==> src/hdl/wdg_pkg.sv <==
/*
 watchdog package: register offsets, bit positions, reset values, prescale counts and bus carrier struct.
 assumes a 32-bit APB register bus with byte addresses.
*/
package wdg_pkg;
   // ==========================================================
   // register map (byte addresses: register index times four)
   localparam logic [15:0] IDX_CTRL_STATUS = 16'hFFC0;
   localparam logic [15:0] IDX_COUNTER = 16'hFFC1;
   localparam logic [15:0] IDX_PORT_MODE_TWO = 16'hFFE0;
   localparam logic [17:0] ADDR_CTRL_STATUS = {IDX_CTRL_STATUS, 2'b00};
   localparam logic [17:0] ADDR_COUNTER = {IDX_COUNTER, 2'b00};
   localparam logic [17:0] ADDR_PORT_MODE_TWO = {IDX_PORT_MODE_TWO, 2'b00};
   localparam logic [17:0] ADDR_IRQ_STATUS = 18'h00100;
   localparam logic [17:0] ADDR_IRQ_MASK = 18'h00104;
   // ==========================================================
   // control/status bit positions
   localparam int BIT_CNT_WE_GUARD = 7;
   localparam int BIT_CNT_WE = 6;
   localparam int BIT_REG_WE_GUARD = 5;
   localparam int BIT_LOW_WE = 4;
   localparam int BIT_WATCHDOG_ON_GUARD = 3;
   localparam int BIT_WATCHDOG_ON = 2;
   localparam int BIT_FLAG_GUARD = 1;
   localparam int BIT_FLAG = 0;
   localparam int BIT_SRC_SEL = 2;
   // ==========================================================
   // reset values and counter limits
   localparam logic [7:0] CS_RESET = 8'h00;
   localparam logic [7:0] CNT_RESET = 8'h00;
   localparam logic [7:0] CNT_MAX = 8'hFF;
   localparam logic [7:0] PM2_RESET = 8'h00;
   localparam logic [1:0] IRQ_RESET = 2'h0;
   localparam int IRQ_OVF = 0;
   localparam int IRQ_CNTWR = 1;
   // ==========================================================
   // prescale counts
   localparam int SYS_DIV = 8192;
   localparam int SUB_DIV = 32;
   localparam logic [12:0] SYS_LAST = 13'(SYS_DIV - 1);
   localparam logic [12:0] SUB_LAST = 13'(SUB_DIV - 1);
   localparam logic [12:0] PRE_ZERO = 13'h0000;
   localparam logic [31:0] RDATA_ZERO = 32'h00000000;

   // apb request carrier
   typedef struct packed {
      logic sel;
      logic enable;
      logic write;
      logic [31:0] addr;
      logic [31:0] wdata;
   } wdg_apb_req_s;
endpackage

==> src/hdl/wdg_top.sv <==
/*
 watchdog timer with write-guarded control/status register, 8-bit counter and clock source select.
 assumes a single pclk domain; the subclock arrives as a synchronous one-cycle tick input.
*/
// The APB slave port was left to the implementer.
// Notes on behaviour
// - bit 6 takes a write only when the same write carries zero in bit 7.
// - counter accepts a full 8-bit write only while bit 6 is one.
// - bit 4 takes a write only when bit 5 of that write is zero.
// - bits 2 and 0 accept writes only while bit 4 is one.
// - bit 2 takes a write only when bit 3 of that write is zero.
// - watchdog runs while bit 2 is one, stays idle while zero.
// - bit 0 takes a write only when bit 1 of that write is zero.
// - bit 0 is set on overflow with internal reset; otherwise it keeps the value last written.
// - counter is an 8-bit up-counter on a prescaled clock, system clock over 8192 or subclock over 32.
// - source select zero picks system clock over 8192, one picks subclock over 32.
`timescale 1ns/100ps
module wdg_top (
   // clock and reset
   input wire logic pclk,
   input wire logic presetn,
   // apb slave
   input wire logic psel,
   input wire logic penable,
   input wire logic pwrite,
   input wire logic [31:0] paddr,
   input wire logic [31:0] pwdata,
   output logic [31:0] prdata,
   output logic pready,
   output logic pslverr,
   // subclock tick, one cycle per subclock period
   input wire logic sub_tick,
   // outputs
   output logic wdt_reset,
   output logic irq
);
   // ==========================================================
   // bus decode
   wdg_pkg::wdg_apb_req_s req;
   logic wr_acc;
   logic hit_cs, hit_cnt, hit_pm2, hit_ist, hit_imk, hit_any;
   assign req = '{sel: psel, enable: penable, write: pwrite, addr: paddr, wdata: pwdata};
   assign hit_cs = req.addr[17:0] == wdg_pkg::ADDR_CTRL_STATUS && req.addr[31:18] == '0;
   assign hit_cnt = req.addr[17:0] == wdg_pkg::ADDR_COUNTER && req.addr[31:18] == '0;
   assign hit_pm2 = req.addr[17:0] == wdg_pkg::ADDR_PORT_MODE_TWO && req.addr[31:18] == '0;
   assign hit_ist = req.addr[17:0] == wdg_pkg::ADDR_IRQ_STATUS && req.addr[31:18] == '0;
   assign hit_imk = req.addr[17:0] == wdg_pkg::ADDR_IRQ_MASK && req.addr[31:18] == '0;
   assign hit_any = hit_cs | hit_cnt | hit_pm2 | hit_ist | hit_imk;
   assign wr_acc = req.sel & req.enable & req.write;
   // zero-wait slave, error on unmapped address
   assign pready = 1'b1;
   assign pslverr = req.sel & req.enable & ~hit_any;

   // ==========================================================
   // control/status register
   logic [7:0] cs_reg, cs_next;
   logic [7:0] wd;
   logic [7:0] cnt_reg, cnt_next;
   logic [7:0] pm2_reg;
   logic ovf;
   assign wd = req.wdata[7:0];
   // guarded per-bit update; odd guard bits always read zero
   always_comb begin
      cs_next = cs_reg;
      if (wr_acc && hit_cs) begin
         if (!wd[wdg_pkg::BIT_CNT_WE_GUARD]) begin
            cs_next[wdg_pkg::BIT_CNT_WE] = wd[wdg_pkg::BIT_CNT_WE];
         end
         if (!wd[wdg_pkg::BIT_REG_WE_GUARD]) begin
            cs_next[wdg_pkg::BIT_LOW_WE] = wd[wdg_pkg::BIT_LOW_WE];
         end
         if (cs_reg[wdg_pkg::BIT_LOW_WE] && !wd[wdg_pkg::BIT_WATCHDOG_ON_GUARD]) begin
            cs_next[wdg_pkg::BIT_WATCHDOG_ON] = wd[wdg_pkg::BIT_WATCHDOG_ON];
         end
         if (cs_reg[wdg_pkg::BIT_LOW_WE] && !wd[wdg_pkg::BIT_FLAG_GUARD]) begin
            cs_next[wdg_pkg::BIT_FLAG] = wd[wdg_pkg::BIT_FLAG];
         end
      end
      // overflow sets the flag, winning over a clearing write
      if (ovf) begin
         cs_next[wdg_pkg::BIT_FLAG] = 1'b1;
      end
      cs_next[wdg_pkg::BIT_CNT_WE_GUARD] = 1'b0;
      cs_next[wdg_pkg::BIT_REG_WE_GUARD] = 1'b0;
      cs_next[wdg_pkg::BIT_WATCHDOG_ON_GUARD] = 1'b0;
      cs_next[wdg_pkg::BIT_FLAG_GUARD] = 1'b0;
   end

   // control/status storage
   always_ff @(posedge pclk or negedge presetn) begin
      if (!presetn) begin
         cs_reg <= wdg_pkg::CS_RESET;
      end else begin
         cs_reg <= cs_next;
      end
   end

   // port mode two storage, only source select is live
   always_ff @(posedge pclk or negedge presetn) begin
      if (!presetn) begin
         pm2_reg <= wdg_pkg::PM2_RESET;
      end else if (wr_acc && hit_pm2) begin
         pm2_reg <= wd;
      end
   end

   // ==========================================================
   // prescaler
   logic [12:0] pre_reg;
   logic [12:0] pre_last;
   logic src_sub, pre_step, tick_en, wd_on, src_chg;
   assign wd_on = cs_reg[wdg_pkg::BIT_WATCHDOG_ON];
   assign src_sub = pm2_reg[wdg_pkg::BIT_SRC_SEL];
   assign pre_last = src_sub ? wdg_pkg::SUB_LAST : wdg_pkg::SYS_LAST;
   assign pre_step = src_sub ? sub_tick : 1'b1;
   assign tick_en = wd_on & pre_step & (pre_reg >= pre_last);
   // a source switch restarts the prescaler, so a long system count cannot give an early subclock step
   assign src_chg = wr_acc & hit_pm2 & (wd[wdg_pkg::BIT_SRC_SEL] != src_sub);

   // divide system clock by 8192 or subclock ticks by 32
   always_ff @(posedge pclk or negedge presetn) begin
      if (!presetn) begin
         pre_reg <= wdg_pkg::PRE_ZERO;
      end else if (!wd_on || src_chg) begin
         pre_reg <= wdg_pkg::PRE_ZERO;
      end else if (pre_step) begin
         pre_reg <= (pre_reg >= pre_last) ? wdg_pkg::PRE_ZERO : 13'(pre_reg + 13'h0001);
      end
   end

   // ==========================================================
   // counter
   logic cnt_wr;
   assign cnt_wr = wr_acc & hit_cnt & cs_reg[wdg_pkg::BIT_CNT_WE];
   assign ovf = tick_en & (cnt_reg == wdg_pkg::CNT_MAX) & ~cnt_wr;

   // software write beats a count step
   always_comb begin
      cnt_next = cnt_reg;
      if (cnt_wr) begin
         cnt_next = wd;
      end else if (tick_en) begin
         cnt_next = 8'(cnt_reg + 8'h01);
      end
   end

   // counter storage
   always_ff @(posedge pclk or negedge presetn) begin
      if (!presetn) begin
         cnt_reg <= wdg_pkg::CNT_RESET;
      end else begin
         cnt_reg <= cnt_next;
      end
   end

   // internal reset pulse, one cycle after overflow
   always_ff @(posedge pclk or negedge presetn) begin
      if (!presetn) begin
         wdt_reset <= 1'b0;
      end else begin
         wdt_reset <= ovf;
      end
   end

   // ==========================================================
   // interrupts: bit0 overflow, bit1 refused counter write
   logic [1:0] ist_reg, imk_reg, ist_set;
   assign ist_set[wdg_pkg::IRQ_OVF] = ovf;
   assign ist_set[wdg_pkg::IRQ_CNTWR] = wr_acc & hit_cnt & ~cs_reg[wdg_pkg::BIT_CNT_WE];

   // sticky status, write one to clear, set wins
   always_ff @(posedge pclk or negedge presetn) begin
      if (!presetn) begin
         ist_reg <= wdg_pkg::IRQ_RESET;
      end else if (wr_acc && hit_ist) begin
         ist_reg <= (ist_reg & ~wd[1:0]) | ist_set;
      end else begin
         ist_reg <= ist_reg | ist_set;
      end
   end

   // interrupt mask
   always_ff @(posedge pclk or negedge presetn) begin
      if (!presetn) begin
         imk_reg <= wdg_pkg::IRQ_RESET;
      end else if (wr_acc && hit_imk) begin
         imk_reg <= wd[1:0];
      end
   end

   assign irq = |(ist_reg & imk_reg);

   // ==========================================================
   // read mux, picked from the address held since the setup cycle
   logic [31:0] rd_mux;
   always_comb begin
      rd_mux = wdg_pkg::RDATA_ZERO;
      if (hit_cs) rd_mux[7:0] = cs_reg;
      if (hit_cnt) rd_mux[7:0] = cnt_reg;
      if (hit_pm2) rd_mux[7:0] = pm2_reg;
      if (hit_ist) rd_mux[1:0] = ist_reg;
      if (hit_imk) rd_mux[1:0] = imk_reg;
   end

   // read data flop, loaded at the end of setup so it stands through the access phase
   always_ff @(posedge pclk or negedge presetn) begin
      if (!presetn) begin
         prdata <= wdg_pkg::RDATA_ZERO;
      end else begin
         prdata <= rd_mux;
      end
   end

   // ==========================================================
   // checks
   logic cs_wr;
   logic low_open;
   // a control/status write, and one that may reach bits 2 and 0
   assign cs_wr = wr_acc & hit_cs;
   assign low_open = cs_wr & cs_reg[wdg_pkg::BIT_LOW_WE];
endmodule

==> config.mk <==
export PLATFORM = sky130hd
export DESIGN_NAME = wdg_top
export DESIGN_NICKNAME = d
export VERILOG_FILES = /design/src/hdl/wdg_pkg.sv /design/src/hdl/wdg_top.sv
export SDC_FILE = /design/constraint.sdc
export NUM_CORES = 1
export LEC_CHECK = 0
export ABC_AREA = 1
export BUFFER_PORTS_ARGS = -buffer_cell sky130_fd_sc_hd__buf_2
export CAP_MARGIN = 20
export CORE_MARGIN = 2
export CORE_UTILIZATION = 46
export CTS_BUF_LIST = sky130_fd_sc_hd__clkbuf_8
export DETAILED_ROUTE_END_ITERATION = 10
export GPL_ROUTABILITY_DRIVEN = 1
export PLACE_DENSITY = 0.73
export SKIP_LAST_GASP = 1
export SYNTH_ARGS = -nofsm -noshare
export SYNTH_HDL_FRONTEND = slang
export SYNTH_SLANG_ARGS = --single-unit
==> constraint.sdc <==
create_clock -name pclk -period 4.5 [get_ports pclk]
set_input_delay 1.35 -clock pclk [delete_from_list [all_inputs] [get_ports pclk]]
set_output_delay 1.35 -clock pclk [all_outputs]
set_load 0.01 [all_outputs]
==> results of run 1 <==
[report_power, final]
part,total [mW],internal (mW),switching (mW),leakage (nW)
Clock,0.274,0.115,0.159,0.0467
Sequential,0.413,0.413,0.000000000290,0.638
Combinational,0.0602,0.0210,0.0392,1.35
[per-stage QoR]
| step | instances | area [sq um] | hold WS (ns) | utilization, % | worst slack (ns) |
|---|---|---|---|---|---|
| 6_report | 617 | 3690 | 0.4933 | 53.72 | 0.5508 |
| 5_1_grt | 617 | 3690 | 0.5197 | 53.72 | 0.3539 |
| 4_1_cts | 616 | 3670 | 0.4960 | 53.42 | 0.5444 |
| 3_5_place_dp | 608 | 3573 | 0.4707 | 52.02 | 0.5500 |
| 3_3_place_gp | 608 | 3573 | 0.4584 | 52.02 | 0.5605 |
| 2_1_floorplan | 490 | 3401 | 0.4422 | - | 0.8675 |
[layout by cell type (no fill, tap or decap)]
master      count
nand2_1       119
nor2_1         62
buf_2          56
nand3_1        47
dfrtp_1        46
inv_1          45
nand4_1        33
conb_1         25
xor2_1         14
ha_1           10
o21ai_1         8
nor2_2          5
o21ai_0         5
clkbuf_8        5
nor3_1          4
inv_2           4
a21oi_1         4
xnor2_1         3
nand3_2         2
nand2_4         2
nor3_2          2
or2_0           2
o31ai_1         2
buf_4           2
or2_1           1
nor2_4          1
nor2b_1         1
nor2_8          1
and2_1          1
a21o_1          1
nand4_4         1
a22o_1          1
nand4_2         1
nand3b_1        1
clkinvlp_4      1
inv_8           1
inv_6           1
buf_12          1
[final timing paths]
check                      cells past startpoint  slack [ns]                      end
max                                           10        0.55                  pslverr
min                                            2        0.49      prdata[5]$_DFF_PN0_
max reg2reg                                   10        2.14    cs_reg[0]$_DFFE_PN0P_
min reg2reg                                    2        0.49      prdata[5]$_DFF_PN0_
max in group asynchronous                      2        3.18  pre_reg[12]$_DFFE_PN0P_
min in group asynchronous                      1        0.86      wdt_reset$_DFF_PN0_
[Yosys cell counts]
| library cell | count | area share (%) |
|---|---|---|
| inv_2 | 4 | 0.45 |
| nand3_2 | 2 | 0.60 |
| conb_1 | 2 | 0.23 |
| a22o_1 | 1 | 0.26 |
| xnor2_1 | 3 | 0.79 |
| buf_2 | 5 | 0.75 |
| nand2_4 | 2 | 0.68 |
| nand3b_1 | 1 | 0.23 |
| and2_1 | 1 | 0.19 |
| o21ai_1 | 8 | 1.2 |
| nor2b_1 | 1 | 0.19 |
| a21oi_1 | 4 | 0.60 |
| buf_4 | 25 | 5.7 |
| o21ai_0 | 5 | 0.75 |
| o31ai_1 | 2 | 0.45 |
| or2_1 | 1 | 0.19 |
| xor2_1 | 14 | 3.7 |
| nand2_1 | 119 | 13 |
| nand3_1 | 47 | 7.1 |
| a21o_1 | 1 | 0.23 |
| nor2_8 | 1 | 0.60 |
| nand4_2 | 1 | 0.38 |
| nor3_2 | 2 | 0.60 |
| nand4_4 | 1 | 0.64 |
| buf_6 | 1 | 0.34 |
| or2_0 | 2 | 0.38 |
| nor2_2 | 5 | 0.94 |
| nor2_1 | 62 | 7.0 |
| nand4_1 | 33 | 6.2 |
| nor2_4 | 1 | 0.34 |
| dfrtp_1 | 46 | 35 |
| nor3_1 | 4 | 0.60 |
| ha_1 | 10 | 3.8 |
| inv_1 | 45 | 5.1 |
| clkbuf_1 | 5 | 0.57 |
[per-layer routing]
metal / vias up / share of wire, % / routed length (um)
li1: 1575 / - / -
met2: 47 / 52 / 3919
met4: 0 / 1.4 / 108
met1: 1483 / 43 / 3237
met5: - / 0 / 0
met3: 11 / 3.0 / 225
[critical path, cell delays in order]
cell	delay (ns)
buf_2	0.09
nor2_1	0.11
nand2_1	0.06
nor2_1	0.21
nand2_4	0.15
nor2_8	0.15
nand2_1	0.14
nand4_1	0.13
nor3_1	0.05
buf_2	0.15
[area by class of cell]
class	count	area share [%]
Tap cell	96	3.255
Timing Repair Buffer	59	8.545
Multi-Input combinational cell	359	49.41
Clock inverter	3	0.7460
Inverter	49	4.985
Clock buffer	5	1.865
Sequential cell	46	31.20
[cells by family (layout without fill, tap and decap cells)]
logic type | Yosys count | in the layout | share of synthesized area (%)
compound gates | 21 | 21 | 3.511
xor+xnor | 17 | 17 | 4.492
fa+ha+maj | 10 | 10 | 3.775
buf+inv | 85 | 116 | 12.87
flops | 46 | 46 | 34.73
other cells | 2 | 25 | 0.2266
simple gates | 286 | 286 | 40.39
==> metrics.txt, run 1 <==
cts bufs inserted 5; core area roughly 6900 sq um; H-tree Lvls 2; final setup vio count 0; startpoint types primary input; worst slew pin tran about 0.83 ns; gr usage total a little over 20%; Routed wire per std cell around 12 um; Via density between 5 and 6; Cell Area, Synth about 3300 sq um; die area a little under 8000 sq um; CP arrival 2.60 ns; met1 Use GR around a quarter; clock skew between 0.01 and 0.015 ns; Max-cap violations 0; busiest grt layer met2; layout cell share with drive strength beyond 1 16.51%; max frequency 253.2 MHz; max FFs per register 13; final count of pins violating max slew 0; postcts setup bufs 0; Routed Antenna Nets 0; hold crit path type reg -> reg; Layout area overhead 11.33%; Post-Synthesis Cells between 400 and 500; P per Cell Area a little over 200 nW/um^2; Residual DRC 0; Port Buffers 56; CP max FO 7; leakage between 2 and 2.5 nW; Final HPWL DP 5762 um; Syn. warnings 0; vias in the first global route around 2900; first-pass GRT wire length approximately 13000 um; largest net degree at the start of global routing 47; Min Clock Period, post-route ~3.9 ns; crit end category output port; synthesized area per cell about 7 sq um; root buffer cell clkbuf_8; Final nets 600; Cell variety after synth 35; Final period util a little under 90%; WL final between 7000 and 8000 um; area used by multi-input combinational logic 1823 sq um; total gr overflow 0; vias slightly above 3000; RSZ-0062 raised after global routing no; FF+latch count, synth 46; post-synthesis sequential area ratio approximately a third; # resized after CTS 0; Die Width between 80 and 90 um; antenna cell count 0; M2 GR Usage a little under two fifths; die height between 80 and 90 um; clock slew at reported path FFs around 0.10 ns; IO Count roughly 110; fill count between 700 and 800; relative slew slack 44.37%; Setup CP Type in -> out; Worst EP required roughly 3.2 ns; Clock Sinks 46; min-delay src pm2_reg[5]$_DFFE_PN0P_; FF+latch area 1151 sq um; worst r2r src pm2_reg[2]$_DFFE_PN0P_; Fin Setup TNS 0 ns; Hold-fix buffers, CTS 0; met3 usage under 10%; Max VDD drop about 0.15 mV; Hold Vio Cnt, Final 0; Rows 30; critical path startpoint paddr[29]; drt first pass iters 4; Design Power around 0.75 mW; CTS tree yes; status finished, final reports clean; initial antenna violation count 0; starting density of the core 48.25%; clk_lat worst skew between 0.3 and 0.4 ns; GPL Wtd Cong approximately 0.9; initial drt markers 182; CTS max path bufs 2
(Power assumes the default switching activity.)
==> run 2: changes to the inputs <==
--- a/config.mk
+++ b/config.mk
@@ -11,9 +11,11 @@
 export CORE_MARGIN = 2
 export CORE_UTILIZATION = 46
 export CTS_BUF_LIST = sky130_fd_sc_hd__clkbuf_8
+export CTS_CLUSTER_DIAMETER = 150
+export CTS_CLUSTER_SIZE = 12
 export DETAILED_ROUTE_END_ITERATION = 10
 export GPL_ROUTABILITY_DRIVEN = 1
-export PLACE_DENSITY = 0.73
+export PLACE_DENSITY = 0.8
 export SKIP_LAST_GASP = 1
 export SYNTH_ARGS = -nofsm -noshare
 export SYNTH_HDL_FRONTEND = slang
==> metrics.txt, run 2 (synthesized netlist as in run 1, its figures left out) <==
status finished, final reports clean; r2r setup slk 2.18 ns (+0.04 ns); max frequency 254.1 MHz (+0.36%); hold crit path type reg -> reg; Residual DRC 0 (unchanged); P per Cell Area 194.9 nW/um^2 (-3.7%); IO Count 106 (unchanged); clock slew at reported path FFs 0.08 ns (-0.02 ns); GPL Wtd Cong 0.8960 (-0.95%); Setup CP Type in -> out; Final HPWL DP 5655 um (-1.9%); relative slew slack 39.73% (-4.6 points); Max-cap violations 0 (unchanged); CP arrival 2.59 ns (about the same); die area 7901 sq um (unchanged); worst r2r src pm2_reg[2]$_DFFE_PN0P_; Levels on crit path 10 (unchanged); root buffer cell clkbuf_8; vias 3069 (-1.5%); cts bufs inserted 5 (unchanged); cells on worst reg2reg path 10 (unchanged); commonest non-fill, non-tap cells in the layout 119 x nand2_1, 62 x nor2_1, 56 x buf_2; initial antenna violation count 0 (unchanged); Fin Setup TNS 0 ns (unchanged); die height 88.89 um (unchanged); clk_lat worst skew 0.30 ns (about the same); Max stage delay on crit path 0.24 ns (+0.03 ns); Worst EP required 3.15 ns (about the same); Port Buffers 56 (unchanged); Area after DPL 3573 sq um (unchanged); critical path startpoint paddr[5]; antenna cell count 0 (unchanged); final count of pins violating max slew 0 (unchanged); core area 6869 sq um (unchanged); vias in the first global route 2944 (+0.58%); CTS tree yes; Slowest-stage cell, CP nor2_4; Final Instance Area 3677 sq um (-0.34%); startpoint types primary input; layout cell share with drive strength beyond 1 16.35% (-0.16 points); Die Width 88.89 um (unchanged); CP endpoint pslverr; Logic pwr share 8.4% (+0.3 points); Final period util 87.45% (-0.31 points); drt first pass iters 4 (unchanged); Routed Antenna Nets 0 (unchanged); net switching component of the power 0.1767 mW (-11%); worst slew pin tran 0.9041 ns (+0.06971 ns); critical path's top delay family simple AND/OR/NAND/NOR gates; Layout area overhead 10.95%; max FFs per register 13 (unchanged); Seq pwr share 57.6% (+2.3 points); initial drt markers 134 (-26%); clock skew 0.008423 ns (-0.002630 ns); Hold Vio Cnt, Final 0 (unchanged); CP max FO 7 (unchanged); Routed wire per std cell 11.91 um (-1.9%); # resized after CTS 0 (unchanged); pre-CTS setup slack 0.5639 ns (+0.01384 ns); leakage 2.028 nW (-0.51%); CTS max path bufs 2 (unchanged); PnR worst setup slack 0.5649 ns (+0.01406 ns); WL final 7338 um (-2.0%); Design Power 0.7167 mW (-4.1%); Rows 30 (unchanged); Max VDD drop 0.1291 mV (-12%); Min Clock Period, post-route 3.935 ns (-0.01406 ns); reg2reg end cs_reg[0]$_DFFE_PN0P_; H-tree Lvls 2 (unchanged); switching share of total power 24.66% (-1.8 points); Int Pwr 0.5399 mW (-1.7%); clock power share 34.0% (-2.7 points); Hold-fix buffers, CTS 0 (unchanged); crit end category output port; gr usage total 20.15% (-0.47 points); Clock Sinks 46 (unchanged); postcts setup bufs 0 (unchanged); Via density 4.982 (-1.3%); starting density of the core 48.25% (unchanged); RSZ-0062 raised after global routing no; commonest non-fill, non-tap cell in the layout nand2_1; final setup vio count 0 (unchanged); total gr overflow 0 (unchanged); first-pass GRT wire length 12700 um (-1.6%); fill count 669 (-6.3%); Final nets 600 (unchanged); CP bufs+invs 3 (+1); critical-path cell list buf_2, nor2_2, nand2_1, nor2_4, inv_2, nor2_1, nand2_1, nand4_1, nor3_1, buf_2; largest net degree at the start of global routing 47 (unchanged)
==> run 2: cell count changes in the layout (fill, tap and decap cells not counted), sizes merged <==
cell / before / now
clkinvlp: 1 / 2
inv: 51 / 49
==> run 2: cell type report <==
type / count / area (sq um) / area share [%]
Timing Repair Buffer: 59 / 315.3 / 8.574
Clock inverter: 2 / 15.01 / 0.4083
Inverter: 49 / 183.9 / 5.002
Tap cell: 96 / 120.1 / 3.266
Sequential cell: 46 / 1151 / 31.30
Multi-Input combinational cell: 359 / 1823 / 49.57
Clock buffer: 5 / 68.82 / 1.871
==> run 2: worst min-delay path by stage <==
stage,from,end,slack [ns],cells after the start
finish,pm2_reg[3]$_DFFE_PN0P_,pm2_reg[3]$_DFFE_PN0P_,0.48,2
global route,pm2_reg[3]$_DFFE_PN0P_,pm2_reg[3]$_DFFE_PN0P_,0.51,2
CTS,pm2_reg[3]$_DFFE_PN0P_,pm2_reg[3]$_DFFE_PN0P_,0.49,2
detailed placement,pm2_reg[3]$_DFFE_PN0P_,pm2_reg[3]$_DFFE_PN0P_,0.47,2
global placement,pm2_reg[3]$_DFFE_PN0P_,pm2_reg[3]$_DFFE_PN0P_,0.46,2
floorplan,pm2_reg[3]$_DFFE_PN0P_,pm2_reg[3]$_DFFE_PN0P_,0.44,2
==> run 2: tightest hold or removal path: cells and delay by family, from the launching register on <==
| family | cells | cell delay, ns |
|---|---|---|
| simple gates | 2 | 0.10 |
| flops | 1 | 0.36 |
==> run 2: power by group through the flow <==
stage          clock, mW  sequential [mW]  combinational (mW)
2_1_floorplan          0            0.421              0.0398
3_3_place_gp           0            0.421              0.0565
3_5_place_dp           0            0.421              0.0582
4_1_cts            0.251            0.413              0.0583
5_1_grt            0.268            0.413              0.0697
6_report           0.244            0.413              0.0603
==> run 2: layer usage <==
metal	global-route usage, %	up-vias	share of wire [%]
met4	5.234	0	1.3
met1	25.16	1435	43
met5	0	-	0
met3	3.265	10	3.0
li1	-	1570	-
met2	36.09	54	53
==> run 2: metrics by stage <==
stage / cells / utilization (%) / hold slack (ns)
floorplan: 490 / - / 0.4422
global placement: 608 / 52.02 / 0.4579
detailed placement: 608 / 52.02 / 0.4691
CTS: 615 / 53.24 / 0.4902
global route: 616 / 53.53 / 0.5146
finish: 616 / 53.53 / 0.4846
==> run 3: changes to the inputs <==
--- a/config.mk
+++ b/config.mk
@@ -9,13 +9,13 @@
 export BUFFER_PORTS_ARGS = -buffer_cell sky130_fd_sc_hd__buf_2
 export CAP_MARGIN = 20
 export CORE_MARGIN = 2
-export CORE_UTILIZATION = 46
+export CORE_UTILIZATION = 50
 export CTS_BUF_LIST = sky130_fd_sc_hd__clkbuf_8
 export CTS_CLUSTER_DIAMETER = 150
 export CTS_CLUSTER_SIZE = 12
 export DETAILED_ROUTE_END_ITERATION = 10
 export GPL_ROUTABILITY_DRIVEN = 1
-export PLACE_DENSITY = 0.8
+export PLACE_DENSITY = 0.86
 export SKIP_LAST_GASP = 1
 export SYNTH_ARGS = -nofsm -noshare
 export SYNTH_HDL_FRONTEND = slang
==> metrics.txt, run 3 (synthesized netlist as in run 1, its figures left out) <==
P per Cell Area 216.9 nW/um^2 (+11%); worst slew pin tran 0.8620 ns (-0.04208 ns); CP bufs+invs 2 (-1); Port Buffers 56 (unchanged); Layout area overhead 11.25%; Via density 5.247 (+5.3%); IO Count 106 (unchanged); busiest grt layer met2; Residual DRC 0 (unchanged); relative slew slack 42.53% (+2.8 points); Final HPWL DP 5657 um (about the same); drt first pass iters 5 (+1); first-pass GRT wire length 12850 um (+1.2%); antenna cell count 0 (unchanged); total gr overflow 0 (unchanged); final core occ 57.74% (+4.2 points); met3 usage 4.183% (+0.92 points); RSZ-0062 raised after global routing no; startpoint types primary input; Final Instance Area 3687 sq um (+0.27%); commonest non-fill, non-tap cells in the layout 119 x nand2_1, 62 x nor2_1, 56 x buf_2; CTS max path bufs 2 (unchanged); Area after DPL 3550 sq um (-0.67%); Clock Sinks 46 (unchanged); WHS Endpoint pm2_reg[3]$_DFFE_PN0P_; clk_lat worst skew 0.31 ns (about the same); vias in the first global route 2999 (+1.9%); Routed wire per std cell 12.39 um (+4.0%); hold crit path type reg -> reg; Hold Vio Cnt, Final 0 (unchanged); GPL Wtd Cong 0.9260 (+3.3%); Min Clock Period, post-route 3.968 ns (+0.03311 ns); commonest non-fill, non-tap cell in the layout nand2_1; non-filler cells, final 598 (-2.9%); core area 6386 sq um (-7.0%); placed instance count 589 (-3.1%); CTS tree yes; r2r setup slk 2.19 ns (about the same); met1 Use GR 25.96% (+0.80 points); final setup vio count 0 (unchanged); Worst EP required 3.15 ns (about the same); Rows 29 (-3.3%); initial drt markers 181 (+35%); CP arrival 2.62 ns (+0.03 ns); clock slew at reported path FFs 0.09 ns (about the same); cts bufs inserted 5 (unchanged); M2 GR Usage 37.86% (+1.8 points); # resized after CTS 0 (unchanged); Hold-fix buffers, CTS 0 (unchanged); Final period util 88.18% (+0.74 points); vias 3138 (+2.2%); hold path depth 2 (unchanged); initial antenna violation count 0 (unchanged); Max VDD drop 0.1861 mV (+44%); layout cell share with drive strength beyond 1 16.51% (+0.16 points); CP max FO 6 (-1); Max stage delay on crit path 0.25 ns (about the same); max FFs per register 13 (unchanged); max frequency 252.0 MHz (-0.83%); final hold slack 0.4897 ns (+0.005076 ns); die height 85.42 um (-3.9%); Setup CP Type in -> out; H-tree Lvls 2 (unchanged); WL final 7408 um (+0.95%); largest net degree at the start of global routing 47 (unchanged); postcts setup bufs 0 (unchanged); gr usage total 21.51% (+1.4 points); Slowest-stage cell, CP nor2_1; clock skew 0.006152 ns (-0.002270 ns); Max-cap violations 0 (unchanged); critical path's top delay family simple AND/OR/NAND/NOR gates; crit end category output port; leakage 2.048 nW (+0.99%); min-delay src pm2_reg[3]$_DFFE_PN0P_; die area 7296 sq um (-7.7%); status finished, final reports clean; reg2reg end cs_reg[0]$_DFFE_PN0P_; worst r2r src pm2_reg[2]$_DFFE_PN0P_; Fin Setup TNS 0 ns (unchanged); Final nets 600 (unchanged); Die Width 85.42 um (-3.9%); root buffer cell clkbuf_8; cells on worst reg2reg path 10 (unchanged); starting density of the core 51.90% (+3.6 points); Routed Antenna Nets 0 (unchanged); final count of pins violating max slew 0 (unchanged); critical-path cell list buf_2, nand2_1, nor2_1, nand3_2, nor2_8, nand2_1, nand4_1, nor3_1, buf_2
[run 3: changes by cell type in the layout (fill, tap and decap cells not counted)]
cell,delta
inv_8,+1
clkinvlp_4,-1
bufinv_16,+1
[run 3: tightest hold or removal path: cells and delay by family (launching register included)]
family / cells / cell delay [ns]
flops: 1 / 0.35
simple gates: 2 / 0.11
[run 3: layout make-up]
type / instances / area, sq um
sequential: 46 / 1151
clock inverter: 3 / 48.80
fill: 586 / 2699
timing repair buffer: 59 / 315.3
clock buffer: 5 / 68.82
inverter: 49 / 183.9
tap: 77 / 96.34
multi-input combinational: 359 / 1823
[run 3: routing by layer]
| metal | up-vias | routed length, um | share of wire, % |
|---|---|---|---|
| li1 | 1564 | - | - |
| met1 | 1468 | 2965 | 40 |
| met2 | 88 | 3917 | 53 |
| met3 | 18 | 373 | 5.0 |
| met4 | 0 | 151 | 2.0 |
| met5 | - | 0 | 0 |
[run 3: worst max-delay path by stage]
stage | depth (start not counted) | slack [ns] | start | to
floorplan | 6 | 0.87 | paddr[19] | pslverr
global placement | 10 | 0.59 | paddr[25] | pslverr
detailed placement | 9 | 0.57 | paddr[9] | pslverr
CTS | 9 | 0.57 | paddr[9] | pslverr
global route | 10 | 0.45 | paddr[29] | pslverr
finish | 9 | 0.53 | paddr[9] | pslverr
[run 3: through the flow]
step	worst slack, ns	total power, mW
after floorplan	0.8675	0.4611
after CTS	0.5660	0.8050
after global routing	0.4490	0.8263
after detailed placement	0.5703	0.4791
after global placement	0.5924	0.4773
final	0.5318	0.7998
[run 3: report_power, final]
| part | internal [mW] | switching (mW) | total, mW | leakage (nW) |
|---|---|---|---|---|
| combinational | 0.0210 | 0.0393 | 0.0602 | 1.35 |
| clock | 0.169 | 0.157 | 0.327 | 0.0563 |
| sequential | 0.413 | 0.000000000292 | 0.413 | 0.638 |
